[src/ccc_pkg.sv]
package ccc_pkg;
   localparam int CCC_CHANNELS = 2;
   localparam int CCC_POINTS = 2;
   localparam int CCC_SOURCES = 4;
   localparam int CCC_COUNT_WIDTH = 32;
   localparam int CCC_IRQ_NUM_WIDTH = 8;
   localparam int CCC_CLK_MHZ = 250;
   localparam int CCC_IRQ_LATENCY_US = 150;
   localparam int CCC_IRQ_LATENCY_CYCLES = CCC_IRQ_LATENCY_US * CCC_CLK_MHZ;
   localparam logic [CCC_IRQ_NUM_WIDTH-1:0] CCC_IRQ_NUM_RESET = 8'h00;
   localparam logic CCC_FLAG_RESET = 1'b0;
endpackage

[src/ccc_compare.sv]
// Operation
// Match flag sets when count equals point
// Flags set regardless of output enable
// Greater/less may overlap match briefly
// Output pulses only on flag rising edge; the code holds the pin high while the flag and channel enable stay set
// Program holds clear command at least 2ms
// Clear command releases latched match flag
// Per-channel option: preset on point-1 match
// Point 2 never triggers preset
// Preset loads count on point-1 rising edge
// Newest preset value is always loaded
// No reload while flag stays set
// Z-phase request flag blocks preset replacement
// Program spaces preset write by 2ms
// Four sources: ch1 p1,p2, ch2 p1,p2
// Interrupt numbers set by configuration
// Per-point use setting gates interrupt
// Per-source mask gates interrupt
// Interrupt follows match after about 150us
// Interrupt only on flag rising edge
// Channel enable gates both point outputs
// Greater and less flags track comparison
// Clear released during match sets again
// Compare each update, register edge pulse
`timescale 1ns/1ps
`default_nettype none
module ccc_compare
   import ccc_pkg::*;
#(
   parameter int COUNT_WIDTH = CCC_COUNT_WIDTH,
   parameter int IRQ_LATENCY_CYCLES = CCC_IRQ_LATENCY_CYCLES
) (
   // Clock and reset
   input wire logic core_clk,
   input wire logic rst_n,
   // Counter side, index = channel
   input wire logic [COUNT_WIDTH-1:0] count_value [CCC_CHANNELS],
   input wire logic [COUNT_WIDTH-1:0] cmp1_point [CCC_CHANNELS],
   input wire logic [COUNT_WIDTH-1:0] cmp2_point [CCC_CHANNELS],
   input wire logic [COUNT_WIDTH-1:0] preset_value [CCC_CHANNELS],
   input wire logic [CCC_CHANNELS-1:0] preset_on_match_cfg,
   input wire logic [CCC_CHANNELS-1:0] zphase_preset_req_flag,
   // Program commands
   input wire logic [CCC_CHANNELS-1:0] cmp1_match_clear_cmd,
   input wire logic [CCC_CHANNELS-1:0] cmp2_match_clear_cmd,
   input wire logic [CCC_CHANNELS-1:0] match_output_enable_cmd,
   // Interrupt configuration, index = source
   input wire logic [CCC_SOURCES-1:0] irq_use_cfg,
   input wire logic [CCC_SOURCES-1:0] interrupt_mask_op,
   input wire logic [CCC_IRQ_NUM_WIDTH-1:0] irq_number_cfg [CCC_SOURCES],
   // Status flags, index = source
   output logic [CCC_SOURCES-1:0] greater_flag,
   output logic [CCC_SOURCES-1:0] match_flag,
   output logic [CCC_SOURCES-1:0] less_flag,
   // Preset load toward counter
   output logic [CCC_CHANNELS-1:0] preset_load,
   output logic [COUNT_WIDTH-1:0] preset_load_value [CCC_CHANNELS],
   // Output pins and interrupt requests
   output logic [CCC_SOURCES-1:0] match_output,
   output logic [CCC_SOURCES-1:0] irq_req,
   output logic [CCC_IRQ_NUM_WIDTH-1:0] irq_number [CCC_SOURCES]
);
   // Refuse parameter values that the logic cannot serve.
   generate
      if (COUNT_WIDTH < 1) begin : g_bad_width
         $error("ccc_compare: COUNT_WIDTH must be at least 1");
      end
      if (IRQ_LATENCY_CYCLES < 1) begin : g_bad_latency
         $error("ccc_compare: IRQ_LATENCY_CYCLES must be at least 1");
      end
      if (CCC_POINTS != 2) begin : g_bad_points
         $error("ccc_compare: each channel needs exactly two compare points");
      end
      if (CCC_SOURCES != CCC_CHANNELS * CCC_POINTS) begin : g_bad_sources
         $error("ccc_compare: one interrupt source per compare point is required");
      end
   endgenerate

   // Latency counter width, wide enough to hold the full count.
   localparam int LW = $clog2(IRQ_LATENCY_CYCLES + 1);

   // Per-source selection of count, point and commands.
   wire [COUNT_WIDTH-1:0] src_count_w [CCC_SOURCES];
   wire [COUNT_WIDTH-1:0] pt_w [CCC_SOURCES];
   wire [CCC_SOURCES-1:0] clear_w;
   wire [CCC_SOURCES-1:0] ch_enable_w;

   // Per-source compare results.
   wire [CCC_SOURCES-1:0] eq_w;
   wire [CCC_SOURCES-1:0] gt_w;
   wire [CCC_SOURCES-1:0] lt_w;

   // Per-source flag and pin next values.
   wire [CCC_SOURCES-1:0] flag_hold_w;
   wire [CCC_SOURCES-1:0] flag_d;
   wire [CCC_SOURCES-1:0] rise_w;
   wire [CCC_SOURCES-1:0] out_d;

   // Per-source interrupt latency path.
   wire [CCC_SOURCES-1:0] arm_w;
   wire [CCC_SOURCES-1:0] lat_at_end_w;
   wire [CCC_SOURCES-1:0] lat_done_w;
   wire [CCC_SOURCES-1:0] lat_restart_w;
   wire [CCC_SOURCES-1:0] pend_d;
   wire [CCC_SOURCES-1:0] irq_d;
   wire [LW-1:0] lat_next_w [CCC_SOURCES];
   wire [LW-1:0] lat_cnt_d [CCC_SOURCES];
   wire [CCC_IRQ_NUM_WIDTH-1:0] irq_number_d [CCC_SOURCES];

   // Per-channel preset path.
   wire [CCC_CHANNELS-1:0] cmp1_rise_w;
   wire [CCC_CHANNELS-1:0] preset_allow_w;
   wire [CCC_CHANNELS-1:0] load_w;
   wire [COUNT_WIDTH-1:0] preset_pick_w [CCC_CHANNELS];

   // State registers.
   logic [CCC_SOURCES-1:0] match_flag_q;
   logic [CCC_SOURCES-1:0] pend_q;
   logic [LW-1:0] lat_cnt_q [CCC_SOURCES];

   // One slice per compare point; the source index is channel times two plus point.
   genvar s;
   generate
      for (s = 0; s < CCC_SOURCES; s++) begin : g_src
         localparam int CH = s / CCC_POINTS;
         localparam bit P1 = (s % CCC_POINTS) == 0;

         assign src_count_w[s] = count_value[CH];
         assign pt_w[s] = P1 ? cmp1_point[CH] : cmp2_point[CH];
         assign clear_w[s] = P1 ? cmp1_match_clear_cmd[CH] : cmp2_match_clear_cmd[CH];
         // one enable per channel
         assign ch_enable_w[s] = match_output_enable_cmd[CH];

         // equality compare
         assign eq_w[s] = src_count_w[s] == pt_w[s];
         // magnitude compares
         assign gt_w[s] = src_count_w[s] > pt_w[s];
         assign lt_w[s] = src_count_w[s] < pt_w[s];

         // The clear command wins over a match in the same cycle.
         // Releasing the clear during a match sets the flag again.
         // clear holds flag off
         assign flag_hold_w[s] = match_flag_q[s] | eq_w[s];
         assign flag_d[s] = clear_w[s] ? 1'b0 : flag_hold_w[s];
         // rising edge only; the pin of follows the level of flag_d
         assign rise_w[s] = flag_d[s] & ~match_flag_q[s];
         // enable gates only the pin
         assign out_d[s] = flag_d[s] & ch_enable_w[s];

         // use setting arms request
         assign arm_w[s] = rise_w[s] & irq_use_cfg[s];
         // A new edge while a request is pending restarts the count.
         // The request therefore always follows the latest edge.
         // latency from match edge
         assign lat_at_end_w[s] = lat_cnt_q[s] == LW'(IRQ_LATENCY_CYCLES - 1);
         assign lat_done_w[s] = pend_q[s] & lat_at_end_w[s];
         assign lat_restart_w[s] = arm_w[s] | lat_done_w[s];
         assign pend_d[s] = arm_w[s] | (pend_q[s] & ~lat_done_w[s]);
         assign lat_next_w[s] = pend_q[s] ? lat_cnt_q[s] + 1'b1 : lat_cnt_q[s];
         assign lat_cnt_d[s] = lat_restart_w[s] ? '0 : lat_next_w[s];
         // mask gates request
         assign irq_d[s] = lat_done_w[s] & interrupt_mask_op[s];
         // configured source number
         assign irq_number_d[s] = irq_number_cfg[s];
      end
   endgenerate

   // One slice per channel; only point 1 of a channel can preset.
   genvar c;
   generate
      for (c = 0; c < CCC_CHANNELS; c++) begin : g_ch
         // only point 1 presets
         assign cmp1_rise_w[c] = rise_w[c * CCC_POINTS];
         // Z-phase request blocks preset
         assign preset_allow_w[c] = preset_on_match_cfg[c] & ~zphase_preset_req_flag[c];
         // load on point-1 edge
         assign load_w[c] = cmp1_rise_w[c] & preset_allow_w[c];
         // The value is taken at the edge itself, so a late write still lands.
         // newest preset value
         assign preset_pick_w[c] = preset_value[c];
      end
   endgenerate

   // Registered flags and outputs, one block per register.

   // Holds the latched flag that the edge detector compares against.
   // flag per update
   always_ff @(posedge core_clk or negedge rst_n) begin
      if (!rst_n) begin
         for (int i = 0; i < CCC_SOURCES; i++) begin
            match_flag_q[i] <= CCC_FLAG_RESET;
         end
      end else begin
         for (int i = 0; i < CCC_SOURCES; i++) begin
            match_flag_q[i] <= flag_d[i];
         end
      end
   end

   // Status copy of the latched flag for the program.
   // match status flag
   always_ff @(posedge core_clk or negedge rst_n) begin
      if (!rst_n) begin
         for (int i = 0; i < CCC_SOURCES; i++) begin
            match_flag[i] <= CCC_FLAG_RESET;
         end
      end else begin
         for (int i = 0; i < CCC_SOURCES; i++) begin
            match_flag[i] <= flag_d[i];
         end
      end
   end

   // Greater status follows the count on every update.
   // greater status flag
   always_ff @(posedge core_clk or negedge rst_n) begin
      if (!rst_n) begin
         for (int i = 0; i < CCC_SOURCES; i++) begin
            greater_flag[i] <= CCC_FLAG_RESET;
         end
      end else begin
         for (int i = 0; i < CCC_SOURCES; i++) begin
            greater_flag[i] <= gt_w[i];
         end
      end
   end

   // Less status is independent of the latched match flag.
   // compares may overlap
   always_ff @(posedge core_clk or negedge rst_n) begin
      if (!rst_n) begin
         for (int i = 0; i < CCC_SOURCES; i++) begin
            less_flag[i] <= CCC_FLAG_RESET;
         end
      end else begin
         for (int i = 0; i < CCC_SOURCES; i++) begin
            less_flag[i] <= lt_w[i];
         end
      end
   end

   // The pin turns on when the flag and channel enable are both set and stays until the clear or the enable drops.
   // gated output pin
   always_ff @(posedge core_clk or negedge rst_n) begin
      if (!rst_n) begin
         for (int i = 0; i < CCC_SOURCES; i++) begin
            match_output[i] <= CCC_FLAG_RESET;
         end
      end else begin
         for (int i = 0; i < CCC_SOURCES; i++) begin
            match_output[i] <= out_d[i];
         end
      end
   end

   // Marks a request that is waiting out its latency.
   // pending request
   always_ff @(posedge core_clk or negedge rst_n) begin
      if (!rst_n) begin
         for (int i = 0; i < CCC_SOURCES; i++) begin
            pend_q[i] <= CCC_FLAG_RESET;
         end
      end else begin
         for (int i = 0; i < CCC_SOURCES; i++) begin
            pend_q[i] <= pend_d[i];
         end
      end
   end

   // Counts clock cycles since the latest armed edge.
   // latency counter
   always_ff @(posedge core_clk or negedge rst_n) begin
      if (!rst_n) begin
         for (int i = 0; i < CCC_SOURCES; i++) begin
            lat_cnt_q[i] <= '0;
         end
      end else begin
         for (int i = 0; i < CCC_SOURCES; i++) begin
            lat_cnt_q[i] <= lat_cnt_d[i];
         end
      end
   end

   // A single-cycle request per edge; a held flag raises no more.
   // one request per edge
   always_ff @(posedge core_clk or negedge rst_n) begin
      if (!rst_n) begin
         for (int i = 0; i < CCC_SOURCES; i++) begin
            irq_req[i] <= CCC_FLAG_RESET;
         end
      end else begin
         for (int i = 0; i < CCC_SOURCES; i++) begin
            irq_req[i] <= irq_d[i];
         end
      end
   end

   // Source numbers are reassignable while running.
   // source number register
   always_ff @(posedge core_clk or negedge rst_n) begin
      if (!rst_n) begin
         for (int i = 0; i < CCC_SOURCES; i++) begin
            irq_number[i] <= CCC_IRQ_NUM_RESET;
         end
      end else begin
         for (int i = 0; i < CCC_SOURCES; i++) begin
            irq_number[i] <= irq_number_d[i];
         end
      end
   end

   // Tells the counter to take the preset value for one cycle.
   // preset load strobe
   always_ff @(posedge core_clk or negedge rst_n) begin
      if (!rst_n) begin
         for (int i = 0; i < CCC_CHANNELS; i++) begin
            preset_load[i] <= CCC_FLAG_RESET;
         end
      end else begin
         for (int i = 0; i < CCC_CHANNELS; i++) begin
            preset_load[i] <= load_w[i];
         end
      end
   end

   // Carries the preset value sampled at the same edge as the strobe.
   // preset value at edge
   always_ff @(posedge core_clk or negedge rst_n) begin
      if (!rst_n) begin
         for (int i = 0; i < CCC_CHANNELS; i++) begin
            preset_load_value[i] <= '0;
         end
      end else begin
         for (int i = 0; i < CCC_CHANNELS; i++) begin
            preset_load_value[i] <= preset_pick_w[i];
         end
      end
   end
endmodule
`default_nettype wire

[config.mk]
export PLATFORM = sky130hd
export DESIGN_NAME = ccc_compare
export DESIGN_NICKNAME = d
export VERILOG_FILES = /design/src/ccc_pkg.sv /design/src/ccc_compare.sv
export SDC_FILE = /design/constraint.sdc
export NUM_CORES = 1
export LEC_CHECK = 0
export ABC_AREA = 1
export BUFFER_PORTS_ARGS = -buffer_cell sky130_fd_sc_hd__buf_4
export CAP_MARGIN = 30
export CORE_AREA = 2 2 217 219
export DETAILED_ROUTE_END_ITERATION = 6
export DIE_AREA = 0 0 219 221
export MAX_ROUTING_LAYER = met4
export SETUP_SLACK_MARGIN = 0.2
export SYNTH_ARGS = -nofsm -noshare
export SYNTH_HDL_FRONTEND = slang
export SYNTH_SLANG_ARGS = --single-unit
[constraint.sdc]
create_clock -name core_clk -period 1.9 [get_ports core_clk]
set_clock_uncertainty 0.1 [all_clocks]
set_input_delay 0.57 -clock core_clk [delete_from_list [all_inputs] [get_ports core_clk]]
set_output_delay 0.57 -clock core_clk [all_outputs]
set_load 0.02 [all_outputs]
==> impl_metrics.csv, run 1 <==
group,metric,value,unit
status,status,"finished, final reports clean",
routing,vias,10700,
setup_path,path_max_fanout,8,
timing,timing.final.crit_share,95.8,%
global_routing,grt_use_total,14.5,%
clock_tree,root_buffer,"clkbuf_16",
clock_tree,numCtsBuffers,17,
timing,min_period,1.82,ns
setup_path,cp_top_family,"simple AND/OR/NAND/NOR gates",
placement,dp_hpwl,27500,um
logic_synthesis,seq_area_frac_synth,40.9,%
setup_path,critPathKind,"in -> reg",
setup_path,start_kind,"input port",
power_and_ir_drop,p_total,0.00977,W
finish,final_cell_area,19000,um^2
flow_run,cap_violations,0,
timing,grt_setup_unrepaired,"yes",
clock_tree,ctsHtreeMaxLevel,4,
floorplanning,core_area,46100,um^2
placement,dp.cells,2446,
clock_tree,cts_tree,"yes",
power_and_ir_drop,power_density,515,nW/um^2
power_and_ir_drop,power.internal,0.00701,W
routing,drc_errors,0,
floorplanning,die_h,221,um
logic_synthesis,synth_cells,1367,
floorplanning,std_cell_rows,79,
setup_path,slowest_delay,0.27,ns
finish,final_cell_mix,"buf_4 (371), nand2_1 (235), dfrtp_1 (186)",
power_and_ir_drop,power.leakage,9.52,nW
global_routing,grt_first_pass_wirelength,53800,um
clock_tree,clk_latency,0.47,ns
routing,dr.pass1.iters,4,
setup_path,reg2reg_slack,0.23,ns
timing,whs,0.0979,ns
power_and_ir_drop,irDropWorstVdd,0.596,mV
routing,wirelength,35500,um
setup_path,reg2reg_depth,6,
routing,viasPerCell,4.29,
setup_path,worst_path_most_repeated_cell,"nor2_4",
logic_synthesis,synth_cell_type_count,34,
routing,post_drt_wl_per_cell,14.2,um
floorplanning,die_area,48400,um^2
routing,dr_wl_met2,18400,um
placement,portBuffers,425,
setup_path,path_cells,"buf_6, inv_2, ha_4, nand4_1, nor2_4, nand2_2, nor2_4, nand4_4, clkbuf_16, nand3_1, nand2_1",
setup_path,timing.rr.end,"lat_cnt_q[47]",
setup_path,worstPathArrival,2.09,ns
finish,area_growth,66.9,%
logic_synthesis,syn_area,11400,um^2
global_routing,grt-ovfl-total,0,
timing,max_freq,549,MHz
power_and_ir_drop,p_sw,0.00277,W
finish,antennaDiodeCount,0,
timing,setup_violations,0,
floorplanning,dieWidth,219,um
finish,layout-drive-gt1-share,48.2,%
worst_hold_path,hp-class,"in -> reg",
clock_tree,clk_path_buf_depth,2,
routing,ant_nets,0,
finish,multi_input_area,7130,um^2
global_routing,grt_max_degree,47,
logic_synthesis,synth.net_count,1807,
power_and_ir_drop,p_clk_share,34.4,%
clock_tree,clkSinkCount,186,
routing,drt-met1-wl,14400,um
logic_synthesis,synth-seq-cells,186,
power_and_ir_drop,sw_frac_of_total,28.3,%
logic_synthesis,synth.avg_cell_area,8.32,um^2
power_and_ir_drop,seqPwrFrac,42.4,%
global_routing,grt_pass1_vias,10900,
clock_tree,clk_transition_reported_paths,0.07,ns
setup_path,cp-end-kind,"flop",
timing,drv_slew,0,
floorplanning,initial_core_util,24.7,%
worst_hold_path,worstHoldPathCells,1,
finish,final_core_util,41.2,%
finish,mostFrequentLayoutCell,"buf_4",
global_routing,antenna_found_initial,0,
setup_path,worst-path-buf-inv,3,
placement,dpl_cell_area,17000,um^2
timing,relSlewSlack,61.4,%
worst_hold_path,min_from,"irq_number_cfg[31]",
logic_synthesis,yosysWarnings,0,
power_and_ir_drop,combPwrFrac,23.1,%
routing,routed.top_layer,"met4",
finish,stdcell_count,2506,
setup_path,reg2reg_from,"lat_cnt_q[32]",
finish,seq_area,4650,um^2
placement,gp_congestion,0.875,
worst_hold_path,holdPathEnd,"irq_number[31]",
timing,worst_pin_slew,0.577,ns
setup_path,slowest_stage,"ha_4",
finish,fin_nets,2327,
timing,final_hold_viol_count,0,
floorplanning,pin_count,426,
routing,met3WireLength,1990,um
routing,drt-initial-drc-count,367,
finish,fillCellCount,4609,
setup_path,worstPathRequired,2.17,ns
[metrics by stage]
stage                     TNS, ns  setup slack, ns
after global placement     -26.00           -0.396
final                           0           0.0792
after detailed placement   -27.95           -0.416
after floorplan            -0.978          -0.0300
after CTS                       0            0.138
after global routing            0           0.0305
[worst max path at each step]
| stage | startpoint | endpoint | slack (ns) | cells after the start |
|---|---|---|---|---|
| after CTS | cmp1_point[43] | lat_cnt_q[54] | 0.14 | 11 |
| after global placement | count_value[5] | lat_cnt_q[17] | -0.40 | 12 |
| final | cmp1_point[43] | lat_cnt_q[55] | 0.08 | 11 |
| after global routing | cmp2_point[10] | lat_cnt_q[4] | 0.03 | 13 |
| after detailed placement | count_value[41] | lat_cnt_q[54] | -0.42 | 10 |
| after floorplan | cmp2_point[55] | lat_cnt_q[34] | -0.03 | 12 |
[cell type report]
class	count	share of cell area, %
clock buffers	20	2.35
clock inverters	11	0.468
inverters	269	5.93
multi-input cells	883	37.5
flip-flops and latches	186	24.5
well taps	607	4.00
repair buffers	530	25.2
[sequential cells by signal, summed over array words and instances, names as in the netlist]
| name | count |
|---|---|
| preset_load_value | 64 |
| preset_load | 2 |
| irq_req | 4 |
| match_output | 4 |
| match_flag | 4 |
| irq_number | 32 |
| pend_q | 4 |
| less_flag | 4 |
| lat_cnt_q | 64 |
| greater_flag | 4 |
[repair_timing]
item                       4_1_cts  5_1_grt
cloned                           1       11
hold buffers                     1        0
buffers inserted                 4       12
pin swaps                        6       48
resized for setup               28      226
hold endpoints to repair        37        0
setup endpoints to repair      120      181
[worst register-to-register path: stages, from the launching register on]
cell and delay [ns]:
dfrtp_1 0.43, ha_1 0.26, nand4_2 0.12, nor2_4 0.05, nor2_4 0.42, nand3_1 0.15
nand2_1 0.09
[metal layers]
metal	vias up	global-route usage (%)
li1	5372	-
met1	5076	16.3
met2	257	24.8
met3	40	4.22
met4	0	4.53
met5	-	-
[power by group through the flow]
stage	Sequential (W)	Combinational [W]	Clock [W]
5_1_grt	0.00415	0.00249	0.00370
3_3_place_gp	0.00420	0.00199	0
3_5_place_dp	0.00420	0.00204	0
4_1_cts	0.00413	0.00206	0.00352
6_report	0.00415	0.00226	0.00337
2_1_floorplan	0.00436	0.000701	0
[cell usage after synthesis, drive strengths merged]
cell | n | area [um^2]
o21ai | 17 | 85.1
nand4 | 30 | 254
nand3 | 165 | 931
dfrtp | 186 | 4650
xnor2 | 12 | 105
and2 | 4 | 25.0
a21o | 5 | 37.5
and3 | 2 | 12.5
clkinv | 5 | 18.8
buf | 25 | 221
o21a | 7 | 52.6
o21bai | 1 | 7.51
a21oi | 63 | 315
xor2 | 28 | 245
inv | 264 | 991
clkbuf | 4 | 15.0
nand3b | 2 | 15.0
nand2 | 284 | 1100
nor4 | 2 | 12.5
nor3b | 1 | 7.51
ha | 132 | 1650
nor3 | 19 | 115
nor2 | 109 | 502
[kinds of logic (layout without fill, tap and decap cells)]
kind of cell	after synthesis	in the layout	share of synthesized area, %
flops	186	186	40.9
compound gates	93	93	4.38
simple gates	618	618	26.2
xor+xnor	40	40	3.08
fa+ha+maj	132	132	14.5
buf+inv	298	830	11.0
Power figures use the tool's default switching activity.
==> run 2: changes to the inputs <==
--- a/config.mk
+++ b/config.mk
@@ -12,7 +12,8 @@
 export DETAILED_ROUTE_END_ITERATION = 6
 export DIE_AREA = 0 0 219 221
 export MAX_ROUTING_LAYER = met4
-export SETUP_SLACK_MARGIN = 0.2
+export SETUP_SLACK_MARGIN = 0.05
+export SLEW_MARGIN = 20
 export SYNTH_ARGS = -nofsm -noshare
 export SYNTH_HDL_FRONTEND = slang
 export SYNTH_SLANG_ARGS = --single-unit
==> impl_metrics.csv, run 2 (same netlist as run 1, synthesis figures left out) <==
group,metric,value,unit
clock_tree,ctsHtreeMaxLevel,4,
finish,mostFrequentLayoutCell,"buf_4",
setup_path,critPathKind,"in -> reg",
setup_path,path_max_fanout,8,
setup_path,cp_top_family,"simple AND/OR/NAND/NOR gates",
timing,grt_setup_unrepaired,"yes",
global_routing,grt_use_total,14.5,%
power_and_ir_drop,irDropWorstVdd,0.512,mV
power_and_ir_drop,p_total,0.00992,W
floorplanning,dieWidth,219,um
clock_tree,clk_path_buf_depth,2,
global_routing,grt_first_pass_wirelength,54600,um
setup_path,worstPathArrival,2.11,ns
status,status,"finished, final reports clean",
routing,vias,10500,
global_routing,antenna_found_initial,0,
placement,dp_hpwl,27400,um
timing,worst_pin_slew,0.606,ns
finish,fin_nets,2307,
setup_path,slowest_stage,"ha_4",
global_routing,grt-ovfl-total,0,
setup_path,startpoint,"cmp2_point[33]",
finish,final_cell_mix,"buf_4 (492), nand2_1 (249), inv_1 (193)",
floorplanning,std_cell_rows,79,
timing,relSlewSlack,59.5,%
power_and_ir_drop,power_density,551,nW/um^2
power_and_ir_drop,power.leakage,9.25,nW
finish,layout-drive-gt1-share,45.3,%
routing,drt-initial-drc-count,296,
clock_tree,clk_transition_reported_paths,0.08,ns
clock_tree,cts_tree,"yes",
routing,viasPerCell,4.23,
routing,wirelength,33700,um
timing,timing.final.crit_share,97.1,%
clock_tree,clk_latency,0.48,ns
worst_hold_path,min_from,"irq_number_cfg[9]",
timing,max_freq,542,MHz
floorplanning,die_h,221,um
finish,area_growth,58.4,%
global_routing,grt_max_degree,50,
finish,antennaDiodeCount,0,
setup_path,start_kind,"input port",
routing,dr.pass1.iters,4,
placement,gp_congestion,0.841,
clock_tree,root_buffer,"clkbuf_16",
placement,portBuffers,425,
setup_path,slowest_delay,0.28,ns
timing,drv_slew,0,
timing,final_hold_viol_count,0,
routing,ant_nets,0,
floorplanning,core_area,46100,um^2
timing,min_period,1.85,ns
floorplanning,initial_core_util,24.7,%
timing,setup_violations,0,
clock_tree,numCtsBuffers,17,
setup_path,path_cells,"buf_4, inv_1, ha_4, nand2_2, nor2_4, nand2_1, nor2_1, buf_4, nand2_4, inv_4, nand4_4, clkbuf_16, nand3_2, nand2_1",
finish,final_core_util,39.1,%
routing,drc_errors,0,
floorplanning,pin_count,426,
setup_path,reg2reg_from,"lat_cnt_q[32]",
global_routing,grt_pass1_vias,11100,
flow_run,cap_violations,0,
worst_hold_path,hp-class,"in -> reg",
clock_tree,clkSinkCount,186,
setup_path,worstPathRequired,2.16,ns
setup_path,cp-end-kind,"flop",
setup_path,reg2reg_slack,0.18,ns
routing,post_drt_wl_per_cell,13.5,um
floorplanning,die_area,48400,um^2
finish,largestRegisters,"lat_cnt_q (64), preset_load_value (64), irq_number (32)",
setup_path,worst-path-buf-inv,5,
-- run 2: cell types whose count changed in the layout (fill, tap and decap cells not counted), moves of 5 or more --
cell	previous run	this run
buf_6	137	4
inv_1	183	193
nand2_1	235	249
ha_4	77	65
inv_2	54	47
nand3_2	99	105
nand3_1	63	58
nand2_2	41	28
clkbuf_16	26	20
buf_4	371	492
ha_1	54	67
nor2_1	74	84
nor2_4	23	15
-- run 2: worst paths after layout --
kind                                    endpoint  depth (start not counted)
setup / recovery                   lat_cnt_q[47]                         14
hold / removal                     irq_number[9]                          1
setup reg to reg                   lat_cnt_q[32]                          6
hold reg to reg                       irq_req[3]                          2
max in group asynchronous          irq_number[3]                          3
min in group asynchronous  preset_load_value[56]                          2
-- run 2: power by group --
part | leakage, nW | internal [W] | switching [W] | total, W
registers | 2.28 | 0.00408 | 0.0000411 | 0.00412
logic | 6.68 | 0.00109 | 0.00101 | 0.00210
clock network | 0.294 | 0.00207 | 0.00163 | 0.00370
total | 9.25 | 0.00724 | 0.00268 | 0.00992
-- run 2: layout make-up --
class | instances | area, um^2
Fill cell | 4667 | 28000
Sequential cell | 186 | 4650
Clock inverter | 10 | 133
Inverter | 269 | 1120
Multi-Input combinational cell | 883 | 6870
Clock buffer | 22 | 474
Timing Repair Buffer | 510 | 4010
Tap cell | 607 | 759
-- run 2: through the flow --
step                setup WS (ns)  TNS [ns]  hold WS, ns  instances  cell area, um^2
floorplan                 -0.0300    -0.893        0.174       1367            12600
global placement           -0.456    -26.62        0.391       2449            17000
detailed placement         -0.463    -28.96        0.399       2449            17000
CTS                        0.0561         0       0.0393       2482            17600
global route             -0.00923   -0.0243       0.0571       2487            18000
finish                     0.0543         0       0.0920       2487            18000
-- run 2: timing repair --
item	CTS	global route
gates cloned	0	4
endpoints found under the setup margin	32	48
setup buffers	0	1
hold endpoints to repair	42	0
hold buffers	1	0
resized for setup	2	55
pin swaps	0	24
-- run 2: metal layers --
layer | up-vias | share of wire, % | track usage (%)
met1 | 4938 | 41 | 16.4
met4 | 0 | 1.7 | 4.47
li1 | 5325 | - | -
met5 | - | 0 | -
met2 | 225 | 52 | 25.4
met3 | 37 | 4.9 | 3.35
==> run 3: changes to the inputs <==
--- a/config.mk
+++ b/config.mk
@@ -6,11 +6,12 @@
 export NUM_CORES = 1
 export LEC_CHECK = 0
 export ABC_AREA = 1
-export BUFFER_PORTS_ARGS = -buffer_cell sky130_fd_sc_hd__buf_4
 export CAP_MARGIN = 30
 export CORE_AREA = 2 2 217 219
+export CTS_CLUSTER_SIZE = 24
 export DETAILED_ROUTE_END_ITERATION = 6
 export DIE_AREA = 0 0 219 221
+export DONT_BUFFER_PORTS = 1
 export MAX_ROUTING_LAYER = met4
 export SETUP_SLACK_MARGIN = 0.05
 export SLEW_MARGIN = 20
==> impl_metrics.csv, run 3 (same netlist as run 1, synthesis figures left out) <==
group,metric,value,unit
routing,ant_nets,0,
global_routing,grt_max_degree,187,
timing,drv_slew,0,
clock_tree,hold_buffers,96,
floorplanning,pin_count,426,
finish,final_cell_area,15300,um^2
setup_path,cp-end-kind,"flop",
power_and_ir_drop,p_total,0.00928,W
setup_path,path_max_fanout,33,
timing,worst_pin_slew,0.586,ns
global_routing,antenna_found_initial,0,
clock_tree,root_buffer,"clkbuf_16",
power_and_ir_drop,combPwrFrac,12.1,%
floorplanning,dieWidth,219,um
finish,largestRegisters,"lat_cnt_q (64), preset_load_value (64), irq_number (32)",
setup_path,crit_end,"lat_cnt_q[34]",
finish,layout-drive-gt1-share,24.6,%
global_routing,grt_use_total,14.0,%
power_and_ir_drop,sw_frac_of_total,27.9,%
floorplanning,die_h,221,um
routing,post_drt_wl_per_cell,14.8,um
power_and_ir_drop,power_density,605,nW/um^2
routing,dr.pass1.iters,5,
placement,dp.cells,2016,
power_and_ir_drop,seqPwrFrac,46.5,%
finish,stdcell_count,2144,
status,failed_checks,"negative hold slack",
setup_path,timing.rr.end,"lat_cnt_q[26]",
setup_path,reg2reg_slack,0.19,ns
clock_tree,clkSinkCount,186,
timing,max_freq,585,MHz
clock_tree,clk_latency,0.48,ns
setup_path,start_kind,"input port",
routing,drc_errors,0,
finish,mostFrequentLayoutCell,"nand2_1",
clock_tree,ctsHtreeMaxLevel,4,
timing,final_hold_viol_count,186,
clock_tree,cts_tree,"yes",
power_and_ir_drop,power.internal,0.00670,W
routing,drt-initial-drc-count,383,
flow_run,cap_violations,0,
global_routing,grt-ovfl-total,0,
timing,finalSetupTns,0,ns
setup_path,startpoint,"cmp2_point[35]",
timing,timing.final.crit_share,89.9,%
finish,final_cell_mix,"nand2_1 (259), inv_1 (198), dfrtp_1 (186)",
setup_path,reg2reg_depth,9,
finish,fin_nets,1964,
clock_tree,clk_transition_reported_paths,0.08,ns
setup_path,critPathKind,"in -> reg",
timing,setup_violations,0,
placement,gp_congestion,0.894,
setup_path,reg2reg_from,"lat_cnt_q[17]",
placement,dpl_cell_area,13700,um^2
routing,viasPerCell,4.31,
finish,antennaDiodeCount,0,
status,status,"finished with violations",
finish,area_growth,34.8,%
global_routing,grt_pass1_vias,9818,
clock_tree,numCtsBuffers,17,
floorplanning,std_cell_rows,79,
setup_path,worstPathArrival,1.98,ns
clock_tree,clk_path_buf_depth,2,
power_and_ir_drop,power.leakage,7.46,nW
floorplanning,initial_core_util,24.7,%
worst_hold_path,hp-class,"in -> async",
setup_path,worstPathRequired,2.17,ns
power_and_ir_drop,irDropWorstVdd,0.575,mV
timing,whs,-0.316,ns
floorplanning,core_area,46100,um^2
routing,vias,9234,
power_and_ir_drop,p_sw,0.00259,W
floorplanning,die_area,48400,um^2
timing,relSlewSlack,60.8,%
power_and_ir_drop,p_clk_share,41.4,%
routing,wirelength,31700,um
timing,min_period,1.71,ns
timing,grt_setup_unrepaired,"yes",
placement,portBuffers,0,
global_routing,grt_first_pass_wirelength,51200,um
placement,dp_hpwl,24500,um
[run 3: cell types whose count changed in the layout (fill, tap and decap cells not counted), sizes merged]
cell,before,now
buf,505,71
clkbuf,26,18
clkinv,9,10
dlygate4sd3,1,96
inv,267,270
[run 3: critical path, stage by stage]
cell and delay [ns]:
inv_1 0.03, ha_1 0.28, nand2_1 0.08, nor2_2 0.17, nand2_1 0.07, nor2_1 0.10, buf_4 0.13, nand2_2 0.06
inv_2 0.07, nand4_4 0.08, buf_12 0.20, nand3_1 0.09, nand2_1 0.05
[run 3: routing by layer]
| layer | vias to the layer above | GRT usage (%) | wire (um) |
|---|---|---|---|
| met5 | - | - | 0 |
| li1 | 4641 | - | - |
| met1 | 4334 | 15.1 | 12700 |
| met4 | 0 | 3.99 | 426 |
| met3 | 23 | 3.79 | 1720 |
| met2 | 236 | 24.8 | 16800 |
[run 3: worst min path at each step]
stage                     cells after the start                    end
after global placement                        0  preset_load_value[56]
after global routing                          0  preset_load_value[12]
final                                         0         irq_number[21]
after CTS                                     0          irq_number[8]
after floorplan                               0        greater_flag[0]
after detailed placement                      0  preset_load_value[56]
[run 3: layout make-up]
cell class,count,area (um^2)
Sequential cell,186,4650
Multi-Input combinational cell,883,6620
Fill cell,4777,30700
Clock buffer,18,429
Inverter,269,1110
Clock inverter,14,199
Tap cell,607,759
Timing Repair Buffer,167,1560
[run 3: power groups by stage]
stage          clock network (W)  registers (W)  logic (W)
2_1_floorplan                  0        0.00436   0.000701
3_3_place_gp                   0        0.00439   0.000928
3_5_place_dp                   0        0.00439   0.000968
4_1_cts                  0.00406        0.00432    0.00114
5_1_grt                  0.00420        0.00432    0.00130
6_report                 0.00385        0.00431    0.00112
[run 3: what timing repair did]
item	CTS	global route
gates cloned	0	0
setup buffers	0	0
hold endpoints to repair	282	186
setup endpoints to repair	32	12
pin swaps	0	0
gates resized for setup	2	4
[run 3: per-stage QoR]
step	utilization, %	worst slack (ns)
after floorplan	-	-0.0300
after global placement	29.8	-0.326
after detailed placement	29.8	-0.370
after CTS	33.2	0.0950
after global routing	33.3	0.0216
final	33.3	0.192
